<file path="config.mk">
export PLATFORM = sky130hd
export DESIGN_NAME = timer8_wave
export DESIGN_NICKNAME = d
export VERILOG_FILES = /design/src/timer8_pkg.sv /design/src/timer8_wave.sv
export SDC_FILE = /design/constraint.sdc
export NUM_CORES = 1
export LEC_CHECK = 0
export BUFFER_PORTS_ARGS = -buffer_cell sky130_fd_sc_hd__buf_2
export CAP_MARGIN = 20
export CORE_MARGIN = 1
export CORE_UTILIZATION = 40
export DETAILED_ROUTE_END_ITERATION = 7
export GPL_ROUTABILITY_DRIVEN = 0
export PLACE_DENSITY_LB_ADDON = 0.3
export RECOVER_POWER = 25
export SYNTH_ARGS = -nofsm -noshare
export SYNTH_HDL_FRONTEND = slang
export SYNTH_SLANG_ARGS = --single-unit
</file>
<file path="constraint.sdc">
create_clock -name clk_sys -period 3 [get_ports clk_sys]
set_input_delay 0.3 -clock clk_sys [delete_from_list [all_inputs] [get_ports clk_sys]]
set_output_delay 0.3 -clock clk_sys [all_outputs]
set_load 0.01 [all_outputs]
</file>
<file path="src/timer8_pkg.sv">
// Package with register map, field positions, modes and timing constants of the 8-bit timer.
// Operation
// - Wave mode 1 counts up bottom to max, then down, eight-bit resolution.
// - In phase correct mode the counter holds max for exactly one tick.
// - Overflow flag sets at bottom in phase correct, at max otherwise.
// - Phase correct: mode 2 clears on up match, sets on down; 3 opposite.
// - Phase correct mode 2: compare at bottom gives constant low, at max constant high; 3 opposite.
// - Output level held at max equals the up-counting match result unless compare is max.
// - A missed up-counting match still applies its output change.
// - Fully synchronous; the tick is only a clock enable.
// - Force strobe in non-PWM mode applies a compare action immediately.
// - Force strobe ignored in PWM; raises no flag, clears no counter.
// - The force strobe bit always reads as zero.
// - Mode bits 6 and 3 pick normal, phase correct, clear-on-match, fast PWM.
// - Compare writes immediate in normal and clear-on-match, buffered in PWM.
// - Nonzero compare output mode lets the waveform take over the pin.
// - Non-PWM compare mode: 0 off, 1 toggle, 2 clear, 3 set.
// - Fast PWM: mode 2 clears on match, sets at top; 3 opposite.
// - In PWM, compare equal to top with upper bit set ignores the match.
// - Tick select 0 stops, 1 undivided, 2 to 5 divide by 8..1024.
// - Tick select 6 and 7 count falling and rising external edges.
// - External edges count even when the pin is an output.
// - Phase correct period lasts 510 ticks.
// - Max is 0xff, bottom 0x00; normal mode wraps without clear.
// - Compare flag sets on match, clears on vector or written one.
package timer8_pkg;

  // Register addresses on the plain register port.
  localparam logic [2:0] ADDR_CONTROL = 3'h0;
  localparam logic [2:0] ADDR_COUNT = 3'h1;
  localparam logic [2:0] ADDR_COMPARE = 3'h2;
  localparam logic [2:0] ADDR_FLAGS = 3'h3;

  // Field positions inside the control register.
  localparam int FORCE_BIT = 7;
  localparam int MODE_LO_BIT = 6;
  localparam int COMOUT_HI_BIT = 5;
  localparam int COMOUT_LO_BIT = 4;
  localparam int MODE_HI_BIT = 3;
  localparam int TICK_SEL_HI = 2;

  // Field positions inside the flag register.
  localparam int OVF_BIT = 0;
  localparam int CMP_BIT = 1;

  // Reset values.
  localparam logic [7:0] CONTROL_RESET = 8'h00;
  localparam logic [7:0] COUNT_RESET = 8'h00;
  localparam logic [7:0] COMPARE_RESET = 8'h00;

  // Counter limits.
  localparam logic [7:0] COUNT_MAX = 8'hff;
  localparam logic [7:0] COUNT_BOTTOM = 8'h00;

  // Prescaler tap divisors, as masks of a free running 10-bit prescaler.
  localparam logic [9:0] DIV8_MASK = 10'h007;
  localparam logic [9:0] DIV64_MASK = 10'h03f;
  localparam logic [9:0] DIV256_MASK = 10'h0ff;
  localparam logic [9:0] DIV1024_MASK = 10'h3ff;

  // Phase correct period in ticks.
  localparam int PC_PERIOD_TICKS = 510;

  // Waveform modes, written as the two-bit select {bit 3, bit 6}.
  localparam logic [1:0] WAVE_NORMAL = 2'h0;
  localparam logic [1:0] WAVE_PHASE = 2'h1;
  localparam logic [1:0] WAVE_CLEAR = 2'h2;
  localparam logic [1:0] WAVE_FAST = 2'h3;

  // Compare output modes.
  localparam logic [1:0] COMOUT_OFF = 2'h0;
  localparam logic [1:0] COMOUT_TOGGLE = 2'h1;
  localparam logic [1:0] COMOUT_CLEAR = 2'h2;
  localparam logic [1:0] COMOUT_SET = 2'h3;

  // Tick source selects.
  localparam logic [2:0] TICK_STOP = 3'h0;
  localparam logic [2:0] TICK_DIV1 = 3'h1;
  localparam logic [2:0] TICK_DIV8 = 3'h2;
  localparam logic [2:0] TICK_DIV64 = 3'h3;
  localparam logic [2:0] TICK_DIV256 = 3'h4;
  localparam logic [2:0] TICK_DIV1024 = 3'h5;
  localparam logic [2:0] TICK_EXT_FALL = 3'h6;
  localparam logic [2:0] TICK_EXT_RISE = 3'h7;

endpackage

</file>
<file path="src/timer8_wave.sv">
// 8-bit timer/counter with waveform generator, register port and compare output.
`timescale 1ns/1ns
module timer8_wave
  import timer8_pkg::*;
(
  // Clock and reset.
  input wire logic clk_sys,
  input wire logic resetn,
  // Register port.
  input wire logic [2:0] reg_addr,
  input wire logic [7:0] reg_wdata,
  input wire logic reg_wr,
  input wire logic reg_rd,
  output logic [7:0] reg_rdata,
  // Vector acknowledges that clear the flags.
  input wire logic ovf_vector_ack,
  input wire logic cmp_vector_ack,
  // External count pin, already synchronised to clk_sys.
  input wire logic ext_count_pin,
  // Waveform pin and its override.
  output logic wave_out,
  output logic wave_pin_override,
  // Flags, as levels.
  output logic overflow_flag,
  output logic compare_flag
);

  logic [7:0] control_q;
  logic [7:0] count_q;
  logic count_up_q;
  logic [7:0] compare_q;
  logic [7:0] compare_buf_q;
  logic [9:0] presc_q;
  logic ext_prev_q;
  logic wave_q;
  logic ovf_q;
  logic cmp_q;
  logic block_match_q;
  logic [7:0] rdata_q;
  logic override_q;

  logic [1:0] wave_mode;
  logic [1:0] comout;
  logic [2:0] tick_sel;
  logic is_pwm;
  logic timer_tick;
  logic [7:0] top_value;
  logic match;
  logic force_hit;
  logic wr_control;
  logic wr_count;
  logic wr_compare;
  logic wr_flags;

  // Control fields; the mode select is split over bits 3 and 6.
  assign wave_mode = {control_q[MODE_HI_BIT], control_q[MODE_LO_BIT]};
  assign comout = control_q[COMOUT_HI_BIT:COMOUT_LO_BIT];
  assign tick_sel = control_q[TICK_SEL_HI:0];
  assign is_pwm = (wave_mode == WAVE_PHASE) || (wave_mode == WAVE_FAST);
  assign top_value = (wave_mode == WAVE_CLEAR) ? compare_q : COUNT_MAX;
  assign match = (count_q == compare_q) && !block_match_q;
  assign wr_control = reg_wr && (reg_addr == ADDR_CONTROL);
  assign wr_count = reg_wr && (reg_addr == ADDR_COUNT);
  assign wr_compare = reg_wr && (reg_addr == ADDR_COMPARE);
  assign wr_flags = reg_wr && (reg_addr == ADDR_FLAGS);
  // A force takes effect only in non-PWM modes, under the newly written settings.
  assign force_hit = wr_control && reg_wdata[FORCE_BIT] && !reg_wdata[MODE_LO_BIT];

  // Free running prescaler on the I/O clock.
  always_ff @(posedge clk_sys or negedge resetn) begin
    if (!resetn) begin
      presc_q <= 10'h000;
    end else begin
      presc_q <= presc_q + 10'h001;
    end
  end

  // Previous level of the external count pin for edge detection.
  always_ff @(posedge clk_sys or negedge resetn) begin
    if (!resetn) begin
      ext_prev_q <= 1'b0;
    end else begin
      ext_prev_q <= ext_count_pin;
    end
  end

  // Tick selection: a one-cycle enable, never a clock.
  always_comb begin
    unique case (tick_sel)
      TICK_STOP: timer_tick = 1'b0;
      TICK_DIV1: timer_tick = 1'b1;
      TICK_DIV8: timer_tick = (presc_q & DIV8_MASK) == DIV8_MASK;
      TICK_DIV64: timer_tick = (presc_q & DIV64_MASK) == DIV64_MASK;
      TICK_DIV256: timer_tick = (presc_q & DIV256_MASK) == DIV256_MASK;
      TICK_DIV1024: timer_tick = (presc_q & DIV1024_MASK) == DIV1024_MASK;
      // Edges count regardless of the pin's direction.
      TICK_EXT_FALL: timer_tick = ext_prev_q && !ext_count_pin;
      TICK_EXT_RISE: timer_tick = !ext_prev_q && ext_count_pin;
    endcase
  end

  // Control register; the force bit is a strobe and is never stored.
  always_ff @(posedge clk_sys or negedge resetn) begin
    if (!resetn) begin
      control_q <= CONTROL_RESET;
    end else if (wr_control) begin
      control_q <= {1'b0, reg_wdata[6:0]};
    end
  end

  // Compare register: direct in non-PWM modes, buffered in PWM modes.
  always_ff @(posedge clk_sys or negedge resetn) begin
    if (!resetn) begin
      compare_buf_q <= COMPARE_RESET;
    end else if (wr_compare) begin
      compare_buf_q <= reg_wdata;
    end
  end

  always_ff @(posedge clk_sys or negedge resetn) begin
    if (!resetn) begin
      compare_q <= COMPARE_RESET;
    end else if (!is_pwm) begin
      compare_q <= wr_compare ? reg_wdata : compare_buf_q;
    end else if (timer_tick && wave_mode == WAVE_PHASE && count_q == COUNT_MAX) begin
      compare_q <= compare_buf_q;
    end else if (timer_tick && wave_mode == WAVE_FAST && count_q == COUNT_MAX) begin
      compare_q <= compare_buf_q;
    end
  end

  // Counter and direction.
  always_ff @(posedge clk_sys or negedge resetn) begin
    if (!resetn) begin
      count_q <= COUNT_RESET;
      count_up_q <= 1'b1;
    end else if (wr_count) begin
      count_q <= reg_wdata;
    end else if (timer_tick) begin
      if (wave_mode == WAVE_PHASE) begin
        // Up to max, one tick at max, then down to bottom.
        if (count_up_q) begin
          if (count_q == COUNT_MAX) begin
            count_up_q <= 1'b0;
            count_q <= count_q - 8'h01;
          end else begin
            count_q <= count_q + 8'h01;
          end
        end else if (count_q == COUNT_BOTTOM) begin
          count_up_q <= 1'b1;
          count_q <= count_q + 8'h01;
        end else begin
          count_q <= count_q - 8'h01;
        end
      end else begin
        count_up_q <= 1'b1;
        // Clear on match at the compare top; plain wrap elsewhere.
        if (wave_mode == WAVE_CLEAR && count_q == top_value) begin
          count_q <= COUNT_BOTTOM;
        end else begin
          count_q <= count_q + 8'h01;
        end
      end
    end
  end

  // A count write blocks the match for the following tick.
  always_ff @(posedge clk_sys or negedge resetn) begin
    if (!resetn) begin
      block_match_q <= 1'b0;
    end else if (wr_count) begin
      block_match_q <= 1'b1;
    end else if (timer_tick) begin
      block_match_q <= 1'b0;
    end
  end

  // Waveform generator.
  always_ff @(posedge clk_sys or negedge resetn) begin
    if (!resetn) begin
      wave_q <= 1'b0;
    end else if (force_hit) begin
      // Forced action uses the compare mode being written.
      unique case (reg_wdata[COMOUT_HI_BIT:COMOUT_LO_BIT])
        COMOUT_OFF: wave_q <= wave_q;
        COMOUT_TOGGLE: wave_q <= !wave_q;
        COMOUT_CLEAR: wave_q <= 1'b0;
        COMOUT_SET: wave_q <= 1'b1;
      endcase
    end else if (timer_tick && comout != COMOUT_OFF) begin
      if (!is_pwm) begin
        if (match) begin
          unique case (comout)
            COMOUT_OFF: wave_q <= wave_q;
            COMOUT_TOGGLE: wave_q <= !wave_q;
            COMOUT_CLEAR: wave_q <= 1'b0;
            COMOUT_SET: wave_q <= 1'b1;
          endcase
        end
      end else if (comout != COMOUT_TOGGLE) begin
        if (wave_mode == WAVE_FAST) begin
          // Top wins over a match at top.
          if (count_q == COUNT_MAX) begin
            wave_q <= !comout[0];
          end else if (match) begin
            wave_q <= comout[0];
          end
        end else if (count_q == COUNT_MAX) begin
          // Level at max is the up-match result unless compare is max.
          wave_q <= (compare_q == COUNT_MAX) ? !comout[0] : comout[0];
        end else if (count_q == COUNT_BOTTOM) begin
          // Bottom: down-match result, or constant level when compare is bottom.
          wave_q <= (compare_q == COUNT_BOTTOM) ? comout[0] : !comout[0];
        end else if (match) begin
          wave_q <= count_up_q ? comout[0] : !comout[0];
        end
      end
    end
  end

  // Overflow flag: set wins over clear.
  always_ff @(posedge clk_sys or negedge resetn) begin
    if (!resetn) begin
      ovf_q <= 1'b0;
    end else if (timer_tick && ((wave_mode == WAVE_PHASE) ?
        (!count_up_q && count_q == COUNT_BOTTOM) : (count_q == COUNT_MAX))) begin
      ovf_q <= 1'b1;
    end else if (ovf_vector_ack || (wr_flags && reg_wdata[OVF_BIT])) begin
      ovf_q <= 1'b0;
    end
  end

  // Compare flag: set on a real match only, never on a force.
  always_ff @(posedge clk_sys or negedge resetn) begin
    if (!resetn) begin
      cmp_q <= 1'b0;
    end else if (timer_tick && match) begin
      cmp_q <= 1'b1;
    end else if (cmp_vector_ack || (wr_flags && reg_wdata[CMP_BIT])) begin
      cmp_q <= 1'b0;
    end
  end

  // Pin override whenever a compare output mode is selected.
  always_ff @(posedge clk_sys or negedge resetn) begin
    if (!resetn) begin
      override_q <= 1'b0;
    end else begin
      override_q <= (comout != COMOUT_OFF);
    end
  end

  // Read data in the cycle after the read strobe; unmapped reads zero.
  always_ff @(posedge clk_sys or negedge resetn) begin
    if (!resetn) begin
      rdata_q <= 8'h00;
    end else if (reg_rd) begin
      unique case (reg_addr)
        ADDR_CONTROL: rdata_q <= {1'b0, control_q[6:0]};
        ADDR_COUNT: rdata_q <= count_q;
        ADDR_COMPARE: rdata_q <= compare_buf_q;
        ADDR_FLAGS: rdata_q <= {6'h00, cmp_q, ovf_q};
        default: rdata_q <= 8'h00;
      endcase
    end else begin
      rdata_q <= 8'h00;
    end
  end

  assign reg_rdata = rdata_q;
  assign wave_out = wave_q;
  assign wave_pin_override = override_q;
  assign overflow_flag = ovf_q;
  assign compare_flag = cmp_q;

endmodule

</file>
; Word level (Yosys, flattened, before mapping)
; Index checks and enable logic that the tools add are counted.
[op_classes]
add_sub_neg = 3
n_eq_ne = 34
mux = 42
bitwise = 1
reduce_logical = 44
[ops]
columns = operator, count
row1 = $mux W8, 13
row2 = $pmux W8 S4, 1
row3 = $mux W1, 25
row4 = $eq A8 B8 Y1 const B, 3
row5 = $logic_and A1 B1 Y1, 20
row6 = $eq A8 B8 Y1, 2
row7 = $logic_not A8 Y1, 2
row8 = $eq A3 B3 Y1 const B, 5
row9 = $eq A2 B2 Y1 const B, 6
row10 = $eq A3 B2 Y1 const B, 4
row11 = $add A10 B1 Y10 const B, 1
row12 = $eq A10 B10 Y1 const B, 1
row13 = $reduce_bool A2 Y1, 5
row14 = $add A8 B1 Y8 const B, 1
row15 = $pmux W1 S8, 1
row16 = $sub A8 B1 Y8 const B, 1
row17 = $logic_not A1 Y1, 7
row18 = $reduce_and A7 Y1, 1
row19 = $eq A2 B1 Y1 const B, 3
row20 = $eq A3 B1 Y1 const B, 2
row21 = $eq A6 B6 Y1 const B, 1
row22 = $logic_not A3 Y1, 2
row23 = $ne A3 B1 Y1 const B, 2
row24 = $pmux W1 S3, 2
row25 = 10 further kinds, 13
[totals]
register_bits = 56
out_inout_bits = 12
word_cells = 137

; Depth between registers and ports, before layout
[depth]
word_depth = 10
depth_mapped = 9
ltp_nobuf = 8

; Least setup slack after synthesis
; No wires, ideal clock.
[synth_path]
path_type = register to register
from = reg count_q[0]
to = reg wave_q, in the netlist wave_out
arrival_time_ns = 2.208
slack_ns = 0.667
stages_incl_launch_ff = 10
synth_period_minus_slack_ns = 2.333
cell_sequence = dfrtp_1 > buf_2 > inv_1 > ha_1 > or3b_2 > or2_1 > a211oi_2 > mux2i_1 > o22ai_1 > mux2_2
[synth_via]
elab_chain_cells = 8
[synth_lines]
columns = element, line
row1 = "start, declared", timer8_wave.sv:29  ; logic [7:0] count_q;
row2 = "start signal, assigned", timer8_wave.sv:138  ; count_q <= reg_wdata;
row3 = "start signal, assigned", timer8_wave.sv:145  ; count_q <= count_q - 8'h01;
row4 = "start signal, assigned", timer8_wave.sv:147  ; count_q <= count_q + 8'h01;
row5 = $logic_not A8 Y1, timer8_wave.sv:211  ; end else if (count_q == COUNT_BOTTOM) begin
row6 = $mux W1, timer8_wave.sv:211
row7 = $mux W1, timer8_wave.sv:208  ; end else if (count_q == COUNT_MAX) begin
row8 = $mux W1, timer8_wave.sv:201  ; if (wave_mode == WAVE_FAST) begin
row9 = $mux W1, timer8_wave.sv:200  ; end else if (comout != COMOUT_TOGGLE) begin
row10 = $mux W1, timer8_wave.sv:191  ; if (!is_pwm) begin
row11 = $mux W1, timer8_wave.sv:190  ; end else if (timer_tick && comout != COMOUT_OFF) begin
row12 = $mux W1, timer8_wave.sv:182  ; end else if (force_hit) begin
row13 = "end signal, assigned", timer8_wave.sv:185  ; COMOUT_OFF: wave_q <= wave_q;
row14 = "end signal, assigned", timer8_wave.sv:186  ; COMOUT_TOGGLE: wave_q <= !wave_q;
row15 = "end signal, assigned", timer8_wave.sv:194  ; COMOUT_OFF: wave_q <= wave_q;
row16 = "end, declared", timer8_wave.sv:35  ; logic wave_q;
; Parallel ways exist; a longest one is shown, timed or not. The select of a mux whose other input is x is not followed.
; A chain may end at the register's enable or synchronous reset.

; Final worst setup path
; Ends and elaborated chain as after synthesis.

==> results by group <==
Critical path
  • CP cell instances: inv_1 > ha_1 > or3b_2 > or2_1 > a211oi_2 > mux2i_1 > o22ai_1 > mux2_2
  • Reg2reg end: wave_out
  • Family with the most delay on the worst path: simple AND/OR/NAND/NOR gates
  • Worst path bufs/invs: 1
  • Startpoint Class: flip-flop
  • Reg-to-Reg Start: count_q[0]
  • Max incr delay on CP: between 0.5 and 0.6 ns
  • Crit. End Element: flip-flop
  • Worst-path fanout max: 11
  • CP Data Arrival Time: approximately 2.8 ns
  • Reg-to-reg setup timing slack: ~0.42 ns
  • Worst reg2reg path depth: 8
  • CP required: roughly 3.2 ns
  • CP Class: flip-flop to flip-flop
  • Slowest cell on the critical path: dfrtp_1

Floorplan
  • Rows: 32
  • Die Y: around 92 um
  • Core Area: ~7800 um2
  • Initial Utilization: a little over two fifths
  • Number of I/O pins: 30
  • DIE AREA: between 8000 and 9000 um2
  • Die X: roughly 92 um

Drt
  • DRC Markers: 0
  • Routed Wire Length: approximately 7800 um
  • Via count: ~2600
  • DRT antenna net count: 0
  • First-pass DRT Iterations: 5
  • Vias per cell: ~5.8
  • Initial drt markers: roughly 270
  • Wire length per cell: between 15 and 20 um

GRT
  • Vias in the first global route: roughly 2400
  • Largest net degree at the start of global routing: 31
  • Initial antenna violation count: 0
  • Tot GR Track Use: approximately a fifth
  • Overflow after GRT: 0
  • First-pass GRT wire length: 12900 um

Finish
  • Fin nets: roughly 370
  • Fill count: between 700 and 800
  • # diodes: 0
  • Layout area overhead: 8.49%
  • Share of layout cells above drive strength 1: about 20%

Power and ir drop
  • LEAKAGE: around 1.6 nW
  • Internal: 1.43 mW
  • Power, Total: roughly 2.4 mW
  • Reg power frac: 49.5%
  • Clock power frac: a little under a fifth
  • PD cells: between 600 and 700 nW/um2
  • Worst VDD drop: about 0.27 mV
  • Combinational share of power: approximately a third
  • Net switching power: between 0.9 and 1 mW
  • Sw frac: between 30% and 40%

Yosys
  • Synth area leader: dfrtp_1
  • Post-Syn Area: 3260 um2
  • Top-count cell post-synth: dfrtp_1
  • Flops & latches, synth: 56
  • Yosys cell types: 62
  • Yosys top cell area share: 42.3%
  • Seq/Total Area, Yosys: 43.1%
  • Most instantiated cells after synthesis: dfrtp_1, nor2_1, a21oi_1, mux2i_1, nand2_1
  • Largest cells by area after synthesis: dfrtp_1, mux2i_1, mux2_2, nor2_1, a21oi_1
  • Ys async rst share: 100%
  • Cell count after synthesis: 330
  • Predominant post-synthesis flop cell: dfrtp_1
  • YS warnings: 0
  • Syn avg cell area: around 9.9 um2
  • Number of synthesized flops with an enable pin: 0
  • Net Count, Synth: between 300 and 400

Worst hold path
  • Hold Path Depth: 1
  • Worst Hold End: ext_prev_q
  • Hold wc startpoint: ext_count_pin
  • Worst Hold Class: input pin to flip-flop

Clocking
  • Clk Latency, worst-skew pair: 0.31 ns
  • Post-CTS setup buffer count: 0
  • CTS Hold Bufs: 0
  • Root buf cell: clkbuf_8
  • Max Buffers Root-to-Sink: 2
  • CTS tree: done
  • Post_cts resized: 0
  • Clk pin slew, worst setup/hold paths: about 0.11 ns
  • CTS Buf Count: 5
  • CTS Sinks: 56
  • H-Tree Depth: 2

STA
  • Relative slew slack: -13.4%
  • Worst-Margin Slew: 1.70 ns
  • RSZ-0062 raised after global routing: false
  • Final setup fails: 0
  • F_max: between 300 and 400 MHz
  • Final Hold Vio Count: 0
  • Setup Skew: 0.0108 ns
  • Max-slew violation count: 31
  • Crit path time final: approximately 2.6 ns
  • Total negative slack: 0 ns
  • Final worst path period share: 86.1%

Outcome
  • Failing checks: capacitance limit, slew limit
  • Status: complete, but fails checks

Placed design
  • Port bufs: 29
  • HPWL Detailed: ~5800 um

Job
  • Maxcap violations: 1
registers in the layout, summed over array words and instances (netlist names), 7 cells and up:
| signal | flops |
|---|---|
| compare_buf_q | 8 |
| compare_q | 8 |
| count_q | 8 |
| presc_q | 10 |
| reg_rdata | 8 |
| control_q | 7 |
stage by stage:
stage	hold WS [ns]	setup WS, ns	utilization [%]	instances	area (um2)
finish	0.122	0.418	45.3	453	3530
detailed placement	0.405	0.514	44.1	445	3440
global route	0.111	0.344	45.3	453	3530
floorplan	0.00441	0.667	-	330	3260
global placement	0.393	0.544	44.1	445	3440
CTS	0.0514	0.481	45.3	453	3540
kinds of logic (layout without fill, tap and decap cells):
group	Yosys count	after routing	share of synthesized area (%)
simple gates	118	118	20.2
compound gates	71	71	13.6
mux	33	33	11.4
fa+ha+maj	5	5	1.92
xor+xnor	19	19	5.11
flops	56	56	43.1
buf+inv	28	49	4.69
layout by cell type (no fill, tap or decap), types with 3 or more instances in the layout:
cell type	count
a21oi_1	25
a31oi_1	6
and3_1	5
buf_2	27
buf_4	5
clkbuf_8	5
dfrtp_1	55
ha_1	5
inv_1	7
mux2_2	14
mux2i_1	17
nand2_1	16
nand3_1	8
nand3b_1	6
nand4_1	7
nor2_1	35
nor2b_1	5
nor3_1	5
nor4_1	5
o211ai_1	3
o21ai_0	15
o22ai_1	3
or2_2	4
or3_1	4
xnor2_1	8
xor2_1	11
final cells by class:
cell class | count | area, um2 | area share [%]
repair buffers | 34 | 180 | 5.10
inverters | 7 | 26.3 | 0.744
flip-flops and latches | 56 | 1400 | 39.7
clock inverters | 3 | 26.3 | 0.744
multi-input cells | 246 | 1700 | 48.2
well taps | 102 | 128 | 3.61
clock buffers | 5 | 68.8 | 1.95
layer usage:
metal / global-route usage [%] / up-vias / wire length (um)
met5: 0 / - / 0
met4: 8.46 / 0 / 204
met3: 2.57 / 17 / 372
met2: 30.2 / 94 / 3650
met1: 28.0 / 1258 / 3620
li1: - / 1240 / -
power by group through the flow:
| stage | sequential, mW | clock [mW] | combinational, mW |
|---|---|---|---|
| 6_report | 1.18 | 0.432 | 0.767 |
| 5_1_grt | 1.20 | 0.483 | 0.853 |
| 4_1_cts | 1.17 | 0.446 | 0.765 |
| 3_5_place_dp | 1.18 | 0 | 0.760 |
| 3_3_place_gp | 1.18 | 0 | 0.747 |
| 2_1_floorplan | 1.03 | 0 | 0.706 |
worst max-delay path by stage:
stage / start / endpoint / cells after the start
floorplan: count_q[0] / wave_out / 9
global placement: count_q[0] / wave_out / 8
detailed placement: count_q[0] / wave_out / 8
CTS: count_q[0] / wave_out / 8
global route: count_q[0] / count_q[4] / 8
finish: count_q[0] / wave_out / 8
Power figures use the tool's default switching activity.
